## src/logic/smbtm_map.svh

```systemverilog
// Purpose: address map, bit positions, reset values and timing counts
// Assumes: included by the core only; the package does not include it
// Notes: offsets are byte addresses on the avalon slave
//
// Summary of operation
// RULE_01 - master transmitter: START, drive clock, address byte with write bit 0
// RULE_02 - master receiver: START, address byte with read bit 1, clock in bytes
// RULE_03 - master transfer ends only when stop request set, giving a STOP
// RULE_04 - master transmitter without data write after interrupt becomes receiver
// RULE_05 - master receiver: after each byte set ack request and interrupt
// RULE_06 - outgoing acknowledge follows control bit 1: 1 gives ACK, 0 NACK
// RULE_07 - software writes acknowledge 0 after last byte of a master read
// RULE_08 - active master receiver becomes transmitter when data register written
// RULE_09 - with inhibit 0, START plus own address and write enters slave receiver
// RULE_10 - slave address answered with NACK mutes slave interrupts until next START
// RULE_11 - slave receiver software writes acknowledge bit after every byte
// RULE_12 - slave receiver and slave transmitter are left on a STOP
// RULE_13 - active slave receiver becomes transmitter when data register written
// RULE_14 - read address is first received, interrupts with ack request, then transmits
// RULE_15 - slave transmitter software loads next byte before clearing interrupt
// RULE_16 - data write after NACK as slave transmitter raises an error flag
// RULE_17 - slave transmitter without data write after interrupt becomes receiver
// RULE_18 - status vector is control bits 7..4: master, transmit, start, stop
// RULE_19 - after master START report 1110 with ack request and lost flag 0
// RULE_20 - after master byte sent report 1100; clear acts on start and stop
// RULE_21 - after master byte received report 1000; ack then STOP or START
// RULE_22 - master from generated START until STOP or lost arbitration; code clears master only after its own STOP
// RULE_23 - interrupt before ack cycle when receiving, after it when transmitting
// RULE_24 - bus held at each interrupt until cleared, then acts on controls
`ifndef SMBTM_MAP_SVH
`define SMBTM_MAP_SVH
`define SMBTM_CTL_OFS 4'h0
`define SMBTM_DAT_OFS 4'h4
`define SMBTM_CFG_OFS 4'h8
`define SMBTM_SI_BIT 0
`define SMBTM_ACK_BIT 1
`define SMBTM_STO_BIT 4
`define SMBTM_STA_BIT 5
`define SMBTM_INH_BIT 0
`define SMBTM_INH_RST 1'b1
`define SMBTM_ADR_RST 7'h00
`define SMBTM_ACK_RST 1'b0
`define SMBTM_CLK_NS 100
`define SMBTM_SCL_NS 800
`define SMBTM_HALF_CYC (`SMBTM_SCL_NS / `SMBTM_CLK_NS / 2)
`endif

```

## src/logic/smbtm_pkg.sv

```systemverilog
// Purpose: types shared by the transfer mode core
// Assumes: nothing beyond the map header
// Notes: state codes are one-hot
package smbtm_pkg;
  typedef enum logic [4:0] {
    ST_IDLE = 5'h01,
    ST_GEN = 5'h02,
    ST_XFER = 5'h04,
    ST_HOLD = 5'h08,
    ST_STOP = 5'h10
  } smbtm_st_t;

  typedef struct packed {
    smbtm_st_t state;
    logic [1:0] step;
    logic [7:0] cnt;
    logic [3:0] bitCnt;
    logic [7:0] shift;
    logic master;
    logic transmit_mode_flag;
    logic start_request_bit;
    logic stop_request_bit;
    logic ack_request_flag;
    logic arbitration_lost_flag;
    logic ack;
    logic si;
    logic slave_inhibit_bit;
    logic [6:0] ownAddr;
    logic isAddr;
    logic ignore;
    logic busy;
    logic wrote;
    logic pendSta;
    logic pendSto;
    logic sclOe;
    logic sdaOe;
    logic lineLvl;
    logic waitReq;
    logic [31:0] rdata;
  } smbtm_state_t;
endpackage : smbtm_pkg

```

## src/logic/smbtm_core.sv

```systemverilog
// Purpose: two-wire transfer mode sequencing, master and slave
// Assumes: avalon slave on clk; bus wires open drain with pull-ups
// Notes: bit clock generated as master, stretched as slave
//
// Chosen here: register access over Avalon-MM and the register offsets.
`timescale 1ns/100ps
`include "smbtm_map.svh"
module smbtm_core
  import smbtm_pkg::*;
#(
  parameter int HalfCycles = `SMBTM_HALF_CYC
)
(
  input wire logic clk,
  input wire logic arst_n,
  input wire logic [3:0] address,
  input wire logic read,
  input wire logic write,
  input wire logic [31:0] writedata,
  input wire logic [3:0] byteenable,
  output logic [31:0] readdata,
  output logic waitrequest,
  input wire logic sclIn,
  output logic sclOut,
  output logic sclOe,
  input wire logic sdaIn,
  output logic sdaOut,
  output logic sdaOe
);
  smbtm_state_t s;
  smbtm_state_t next_s;
  logic sclS;
  logic sdaS;
  logic sclRise;
  logic sclFall;
  logic startDet;
  logic stopDet;
  logic wrAcc;
  logic wrCtl;
  logic wrDat;
  logic wrCfg;
  logic siClr;
  logic doAdv;
  logic tick;
  logic halfDone;
  logic [7:0] ctlVal;

  smbtm_sync #(
    .W(2)
  )
  uSync (
    .clk(clk),
    .arst_n(arst_n),
    .din({sclIn, sdaIn}),
    .dout({sclS, sdaS})
  );

  smbtm_cond uCond (
    .clk(clk),
    .arst_n(arst_n),
    .scl(sclS),
    .sda(sdaS),
    .rise(sclRise),
    .fall(sclFall),
    .start(startDet),
    .stop(stopDet)
  );

  assign ctlVal = {s.master, s.transmit_mode_flag, s.start_request_bit, s.stop_request_bit,
                   s.ack_request_flag, s.arbitration_lost_flag, s.ack, s.si}; // see RULE_18
  // a write lands at the edge where waitrequest is seen low
  assign wrAcc = write & ~s.waitReq & byteenable[0];
  assign wrCtl = wrAcc & (address == `SMBTM_CTL_OFS);
  assign wrDat = wrAcc & (address == `SMBTM_DAT_OFS);
  assign wrCfg = wrAcc & (address == `SMBTM_CFG_OFS);
  assign siClr = wrCtl & ~writedata[`SMBTM_SI_BIT] & s.si;
  // the high half waits for the wire, so a slave may stretch it
  assign tick = (s.step != 2'h1) | sclS;
  assign halfDone = tick & (s.cnt == 8'(HalfCycles - 1));

  always_comb
  begin
    next_s = s;
    doAdv = 1'b0;
    next_s.waitReq = ~((read | write) & s.waitReq);
    if (read & s.waitReq)
    begin
      case (address)
        `SMBTM_CTL_OFS: next_s.rdata = {24'h0, ctlVal};
        `SMBTM_DAT_OFS: next_s.rdata = {24'h0, s.shift};
        `SMBTM_CFG_OFS: next_s.rdata = {24'h0, s.ownAddr, s.slave_inhibit_bit};
        default: next_s.rdata = 32'h0;
      endcase
    end
    if (wrCtl)
    begin
      next_s.start_request_bit = writedata[`SMBTM_STA_BIT];
      next_s.stop_request_bit = writedata[`SMBTM_STO_BIT];
      next_s.ack = writedata[`SMBTM_ACK_BIT];
      if (siClr)
      begin
        next_s.si = 1'b0;
        next_s.ack_request_flag = 1'b0;
        next_s.pendSta = writedata[`SMBTM_STA_BIT]; // see RULE_24
        next_s.pendSto = writedata[`SMBTM_STO_BIT];
      end
    end
    if (wrCfg)
    begin
      next_s.slave_inhibit_bit = writedata[`SMBTM_INH_BIT];
      next_s.ownAddr = writedata[7:1];
    end
    // writes outside an interrupt would corrupt the shifting byte
    if (wrDat & s.si)
    begin
      next_s.shift = writedata[7:0];
      next_s.wrote = 1'b1;
      if (~s.master & s.transmit_mode_flag & ~s.ack & ~s.isAddr)
        next_s.arbitration_lost_flag = 1'b1; // see RULE_16
    end

    case (s.state)
      ST_IDLE:
      begin
        next_s.sclOe = 1'b0;
        next_s.sdaOe = 1'b0;
        if (s.start_request_bit & ~s.busy)
        begin
          next_s.state = ST_GEN;
          next_s.step = 2'h2;
          next_s.cnt = 8'h00;
          next_s.sdaOe = 1'b1; // see RULE_01
          next_s.master = 1'b1; // see RULE_22
          next_s.ignore = 1'b0;
          // a stale slave error must not show in master status
          next_s.arbitration_lost_flag = 1'b0;
        end
      end
      ST_GEN:
      begin
        if (!tick)
          next_s.cnt = 8'h00;
        else if (!halfDone)
          next_s.cnt = s.cnt + 8'h01;
        else
        begin
          next_s.cnt = 8'h00;
          next_s.step = s.step + 2'h1;
          case (s.step)
            2'h0: next_s.sclOe = 1'b0;
            2'h1:
            begin
              next_s.sdaOe = 1'b1;
              next_s.master = 1'b1; // see RULE_22
            end
            default:
            begin
              // start is out: hold the clock low and report it
              next_s.sclOe = 1'b1;
              next_s.state = ST_HOLD;
              next_s.si = 1'b1; // see RULE_19
              next_s.transmit_mode_flag = 1'b1;
              next_s.ack_request_flag = 1'b0;
              next_s.isAddr = 1'b0;
              next_s.bitCnt = 4'h9;
            end
          endcase
        end
      end
      ST_STOP:
      begin
        if (!tick)
          next_s.cnt = 8'h00;
        else if (!halfDone)
          next_s.cnt = s.cnt + 8'h01;
        else
        begin
          next_s.cnt = 8'h00;
          next_s.step = s.step + 2'h1;
          case (s.step)
            2'h0: next_s.sclOe = 1'b0;
            2'h1: next_s.sdaOe = 1'b0; // see RULE_03
            default:
            begin
              next_s.state = ST_IDLE;
              next_s.master = 1'b0; // see RULE_22
              next_s.stop_request_bit = 1'b0;
              next_s.transmit_mode_flag = 1'b0;
            end
          endcase
        end
      end
      ST_HOLD:
      begin
        next_s.sclOe = 1'b1; // see RULE_24
        if (siClr)
        begin
          if (s.bitCnt == 4'h8)
          begin
            if (s.isAddr & ~next_s.ack)
            begin
              next_s.ignore = 1'b1; // see RULE_10
              next_s.state = ST_IDLE;
              next_s.sclOe = 1'b0;
            end
            else
            begin
              next_s.state = ST_XFER;
              next_s.sdaOe = next_s.ack; // see RULE_06
              next_s.sclOe = s.master;
              next_s.cnt = 8'h00;
            end
          end
          else
            doAdv = 1'b1; // see RULE_20
        end
      end
      ST_XFER:
      begin
        if (s.master)
        begin
          if (s.sclOe | sclS)
            next_s.cnt = s.cnt + 8'h01;
          if ((s.sclOe | sclS) & (s.cnt == 8'(HalfCycles - 1)))
          begin
            next_s.cnt = 8'h00;
            next_s.sclOe = ~s.sclOe;
          end
        end
        if (sclRise)
        begin
          next_s.bitCnt = s.bitCnt + 4'h1;
          if (s.bitCnt < 4'h8)
            next_s.shift = {s.shift[6:0], sdaS}; // see RULE_02
          else if (s.transmit_mode_flag)
            next_s.ack = ~sdaS;
        end
        if (sclFall)
        begin
          if (s.bitCnt == 4'h8)
          begin
            next_s.sdaOe = 1'b0;
            if (s.isAddr)
            begin
              if ((s.shift[7:1] == s.ownAddr) & ~s.slave_inhibit_bit & ~s.ignore)
              begin
                next_s.state = ST_HOLD; // see RULE_09
                next_s.sclOe = 1'b1;
                next_s.si = 1'b1;
                next_s.ack_request_flag = 1'b1;
                next_s.transmit_mode_flag = 1'b0; // see RULE_14
              end
              else
                next_s.state = ST_IDLE;
            end
            else if (!s.transmit_mode_flag)
            begin
              // receiver interrupts before the ack bit
              next_s.state = ST_HOLD; // see RULE_23
              next_s.sclOe = 1'b1;
              next_s.si = 1'b1; // see RULE_05
              next_s.ack_request_flag = 1'b1; // see RULE_21
            end
          end
          else if (s.bitCnt == 4'h9)
          begin
            next_s.sdaOe = 1'b0;
            if (s.transmit_mode_flag)
            begin
              // transmitter interrupts after the ack bit
              next_s.state = ST_HOLD; // see RULE_23
              next_s.sclOe = 1'b1;
              next_s.si = 1'b1; // see RULE_20
            end
            else
              doAdv = 1'b1; // see RULE_21
          end
          else if (s.transmit_mode_flag)
            // after a refused byte the slave keeps off the wire until STOP
            next_s.sdaOe = ~s.shift[7] & ~s.arbitration_lost_flag; // see RULE_01
        end
      end
      default: next_s.state = ST_IDLE;
    endcase

    if (doAdv)
    begin
      next_s.cnt = 8'h00;
      next_s.step = 2'h0;
      if (s.master & next_s.pendSto)
      begin
        next_s.state = ST_STOP; // see RULE_03
        next_s.sdaOe = 1'b1;
        next_s.sclOe = 1'b1;
      end
      else if (s.master & next_s.pendSta)
      begin
        next_s.state = ST_GEN; // see RULE_20
        next_s.sdaOe = 1'b0;
        next_s.sclOe = 1'b1;
      end
      else
      begin
        next_s.state = ST_XFER;
        next_s.bitCnt = 4'h0;
        next_s.isAddr = 1'b0;
        // direction follows whether software loaded a byte
        next_s.transmit_mode_flag = s.wrote; // see RULE_04, RULE_08, RULE_13, RULE_17
        next_s.sdaOe = s.wrote & ~s.shift[7] & ~s.arbitration_lost_flag; // see RULE_16
        next_s.sclOe = s.master;
        next_s.wrote = 1'b0;
      end
    end

    if (startDet)
    begin
      next_s.busy = 1'b1;
      if (!s.master)
      begin
        next_s.state = ST_XFER;
        next_s.isAddr = 1'b1;
        next_s.bitCnt = 4'h0;
        next_s.ignore = 1'b0; // see RULE_10
        next_s.transmit_mode_flag = 1'b0;
        next_s.arbitration_lost_flag = 1'b0;
        next_s.sdaOe = 1'b0;
        next_s.sclOe = 1'b0;
      end
    end
    if (stopDet)
    begin
      next_s.busy = 1'b0;
      if (!s.master)
      begin
        next_s.state = ST_IDLE; // see RULE_12
        next_s.transmit_mode_flag = 1'b0;
        next_s.sdaOe = 1'b0;
        next_s.sclOe = 1'b0;
      end
    end
  end

  always_ff @(posedge clk or negedge arst_n)
  begin
    if (!arst_n)
    begin
      s <= '0;
      s.state <= ST_IDLE;
      s.slave_inhibit_bit <= `SMBTM_INH_RST;
      s.ownAddr <= `SMBTM_ADR_RST;
      s.ack <= `SMBTM_ACK_RST;
      s.waitReq <= 1'b1;
    end
    else
      s <= next_s;
  end

  // open drain: the wire is only ever pulled low
  assign sclOut = s.lineLvl;
  assign sdaOut = s.lineLvl;
  assign sclOe = s.sclOe;
  assign sdaOe = s.sdaOe;
  assign readdata = s.rdata;
  assign waitrequest = s.waitReq;
endmodule : smbtm_core

```

## src/logic/smbtm_sync.sv

```systemverilog
// Purpose: two flip-flop synchroniser for pin inputs
// Assumes: inputs idle high like the bus wires
// Notes: first stage feeds only the second
`timescale 1ns/100ps
module smbtm_sync #(
  parameter int W = 1
)
(
  input wire logic clk,
  input wire logic arst_n,
  input wire logic [W-1:0] din,
  output logic [W-1:0] dout
);
  logic [W-1:0] meta;

  always_ff @(posedge clk or negedge arst_n)
  begin
    if (!arst_n)
    begin
      meta <= {W{1'b1}};
      dout <= {W{1'b1}};
    end
    else
    begin
      meta <= din;
      dout <= meta;
    end
  end
endmodule : smbtm_sync

```

## src/logic/smbtm_cond.sv

```systemverilog
// Purpose: clock edges and START / STOP detection on synchronised lines
// Assumes: scl and sda already synchronised to clk
// Notes: outputs are one-cycle pulses
`timescale 1ns/100ps
module smbtm_cond (
  input wire logic clk,
  input wire logic arst_n,
  input wire logic scl,
  input wire logic sda,
  output logic rise,
  output logic fall,
  output logic start,
  output logic stop
);
  logic [1:0] prev;

  always_ff @(posedge clk or negedge arst_n)
  begin
    if (!arst_n)
      prev <= 2'h3;
    else
      prev <= {scl, sda};
  end

  assign rise = scl & ~prev[1];
  assign fall = ~scl & prev[1];
  // data moving while the clock stays high marks a condition
  assign start = scl & prev[1] & prev[0] & ~sda;
  assign stop = scl & prev[1] & ~prev[0] & sda;
endmodule : smbtm_cond

```

## config.mk

```make
export PLATFORM = sky130hd
export DESIGN_NAME = smbtm_core
export DESIGN_NICKNAME = d
export VERILOG_FILES = /design/src/logic/smbtm_pkg.sv /design/src/logic/smbtm_core.sv /design/src/logic/smbtm_sync.sv /design/src/logic/smbtm_cond.sv
export VERILOG_INCLUDE_DIRS = /design/src /design/src/logic
export SDC_FILE = /design/constraint.sdc
export NUM_CORES = 1
export LEC_CHECK = 0
export BUFFER_PORTS_ARGS = -buffer_cell sky130_fd_sc_hd__buf_2
export CAP_MARGIN = 15
export CORE_ASPECT_RATIO = 1.2
export CORE_MARGIN = 8
export CORE_UTILIZATION = 50
export DETAILED_ROUTE_END_ITERATION = 16
export PLACE_DENSITY = 0.77
export SYNTH_ARGS = -nofsm -noshare
export SYNTH_HDL_FRONTEND = slang
export SYNTH_SLANG_ARGS = --single-unit
```

## constraint.sdc

```tcl
create_clock -name clk -period 2.2 [get_ports clk]
set_input_delay 0.22 -clock clk [delete_from_list [all_inputs] [get_ports clk]]
set_output_delay 0.22 -clock clk [all_outputs]
set_load 0.1 [all_outputs]
```

==> run metrics <==
Cell Chain, Critical Path inv_1 > ha_4 > or3b_4 > nor4_4 > a31oi_4 > buf_12 > o21ai_4 > nor4_4 > buf_6 > mux2_2; clk sink count 66; WL/cell approximately 19 um; drt drc 0; vias in the first global route 3,617; Iteration-0 DRC Markers 257; register area share after synthesis 0.405; CTS tree yes; Final Cycle Share 0.969; CP peak stage delay 0.42 ns; fmax 0.469 GHz; Hold WS ~0.029 ns; chip width 98.7 um; Std-Cell Rows 36; critical path class flip-flop to flip-flop; Tmin final 2.13 ns; I/O pin cnt 83; CP top delay family simple AND/OR/NAND/NOR gates; crit-path max FO 8; share of layout cells above drive strength 1 0.299; P per Cell Area 718 nW/um^2; total negative setup slack 0 ns; CP endpoint kind flip-flop; number of max-cap violations 0; worst path buffer plus inverter count 3; Post-synth ARST share 1.00; GR Overflow Total 0; Slew Limit Fails 0; Mapped Avg Cell Area between 9 and 10 sq um; final hold violation count 0; Synth Register Bits between 60 and 70; DP HPWL between 8 and 9 mm; Primary FF master, synth dfrtp_1; Slew @ Worst Pin 0.583 ns; Clock Skew 0.0107 ns; clk root buf clkbuf_8; synthesized instance count 422; CP Data Required Time 2.44 ns; first-pass GRT wire length 18.3 mm; vias per cell just under 6; clk_lat worst skew 0.35 ns; CTS Buf Count 9; final WL approximately 11 mm; status finished, final reports clean; DRT Pass-1 Iters 4; VDD IR max 0.366 mV; Vias 3,518; final setup vio count 0; clk slew on worst S/H paths 0.07 ns; Hold Crit Class input port to flip-flop; buffers from clock root to sink, at most 2; Synth warnings 0; Post-synth EDFFs 0; Total GRT Usage 0.205; initial antenna violation count 0; layout net count about 560; Max transition margin 0.611; critical path's slowest cell or3b_4; PortBufs 29; Leakage 2.34 nW; Arr. time, crit path 2.37 ns; area of the core 8060 sq um; Final Wtd Congestion 1.04; post-synthesis cell type count 72; Post-DRT Antenna Nets 0; largest net degree at the start of global routing 50; Die Area 11,400 sq um; Synth Cell Area about 4000 sq um; Die H 115 um; most used cell, CP nor4_4; H-tree lvl count 3; P&R area growth vs syn 20.4%; crit start category flip-flop; initial core utilization 0.509; Antenna Cells 0
repair_timing:
| action | in CTS | in global routing |
|---|---|---|
| hold buffers | 3 | 0 |
| resized for setup | 10 | 9 |
| cloned | 0 | 0 |
| buffers inserted | 1 | 8 |
| pin swaps | 5 | 7 |
| hold endpoints to repair | 18 | 0 |
| setup endpoints to repair | 14 | 20 |
logic make-up (layout without fill, tap and decap cells):
kind of cell,count (synthesis),after routing,share of synthesized area
simple gates,162,162,0.236
xor+xnor,12,12,0.0256
flops,66,66,0.405
other cells,1,26,0.000913
fa+ha+maj,6,6,0.0183
mux,33,33,0.0841
compound gates,92,92,0.152
buf+inv,50,112,0.0780
metrics by stage:
stage,cells,util,power (W),instance area [sq um],worst slack [ns]
after floorplan,447,-,0.00222,4210,0.0255
after global placement,577,0.567,0.00250,4570,0.00589
after detailed placement,577,0.567,0.00252,4570,-0.0384
after CTS,597,0.600,0.00350,4830,-0.0179
after global routing,604,0.614,0.00373,4950,-0.00956
final,604,0.614,0.00355,4950,0.0692
state kept, by name, indices dropped and copies added, names as in the netlist:
signal	cells
sdaOe	1
uSync.meta	2
readdata	8
uCond.prev	2
waitrequest	1
uSync.dout	2
sclOe	1
ctlVal	8
s	41
routing by layer:
layer | track usage | vias up | routed length, um
met3 | 0.0442 | 33 | 599
met2 | 0.362 | 121 | 5750
met5 | 0 | - | 0
li1 | - | 1653 | -
met1 | 0.224 | 1711 | 4430
met4 | 0.112 | 0 | 442
power breakdown:
part | leakage, nW | internal (W) | total [W] | switching, W
Clock | 0.0927 | 0.000501 | 0.000966 | 0.000466
Combinational | 1.44 | 0.000398 | 0.00114 | 0.000744
Sequential | 0.811 | 0.00133 | 0.00145 | 0.000119
Total | 2.34 | 0.00222 | 0.00355 | 0.00133
cells in the final DEF (no fill, tap or decap), types with 14 or more instances in the layout:
cell,n
nor2_1,24
dfrtp_1,57
nor2b_1,14
o21ai_0,24
conb_1,26
a22o_1,15
buf_4,53
mux2i_1,20
buf_2,29
nand2_1,39
Yosys cell counts (all sizes together), types with 2 or more instances:
cell type / count / area share
dfrtp: 57 / 0.35
xnor2: 10 / 0.021
nor3: 13 / 0.021
nor3b: 5 / 0.012
a31o: 2 / 0.0043
clkbuf: 5 / 0.0046
nand2b: 7 / 0.011
nand3b: 4 / 0.0073
a22oi: 2 / 0.0037
nor4: 10 / 0.023
a22o: 15 / 0.032
and3b: 2 / 0.0043
nand2: 39 / 0.036
o22ai: 6 / 0.0091
buf: 39 / 0.068
or2: 4 / 0.0067
a21oi: 14 / 0.018
nor2: 24 / 0.022
nor4b: 4 / 0.014
nand3: 11 / 0.015
or3: 3 / 0.0058
mux2i: 21 / 0.051
nand4b: 2 / 0.0043
xor2: 2 / 0.0043
ha: 6 / 0.018
inv: 6 / 0.0055
dfstp: 9 / 0.058
a31oi: 7 / 0.012
o21bai: 2 / 0.0037
mux2: 12 / 0.033
and3: 10 / 0.016
o311ai: 2 / 0.0043
nand4: 4 / 0.0061
nor2b: 15 / 0.023
a221oi: 2 / 0.0043
o21a: 2 / 0.0037
o21ai: 28 / 0.035
cell type report:
| class | instances | area [sq um] |
|---|---|---|
| timing repair buffer | 90 | 656 |
| fill | 685 | 3120 |
| sequential | 66 | 1670 |
| multi-input combinational | 331 | 2300 |
| inverter | 6 | 22.5 |
| clock buffer | 14 | 173 |
| clock inverter | 2 | 12.5 |
| tap | 95 | 119 |
worst reg2reg max path, cell delays in order, from the launching register on:
cell	delay [ns]
dfrtp_1	0.36
inv_1	0.08
ha_4	0.16
or3b_4	0.42
nor4_4	0.22
a31oi_4	0.08
buf_12	0.16
o21ai_4	0.08
nor4_4	0.05
buf_6	0.15
mux2_2	0.26
final timing paths:
kind	from	endpoint	slack, ns	depth (start not counted)
max in group asynchronous	arst_n	s[49]	1.17	3
min in group asynchronous	arst_n	s[78]	0.34	2
setup / recovery	s[66]	s[70]	0.07	10
hold reg to reg	uSync.meta[0]	uSync.dout[0]	0.35	0
setup reg to reg	s[66]	s[70]	0.07	10
hold / removal	read	waitrequest	0.03	2
No activity file was read; power rests on OpenSTA's default activity.
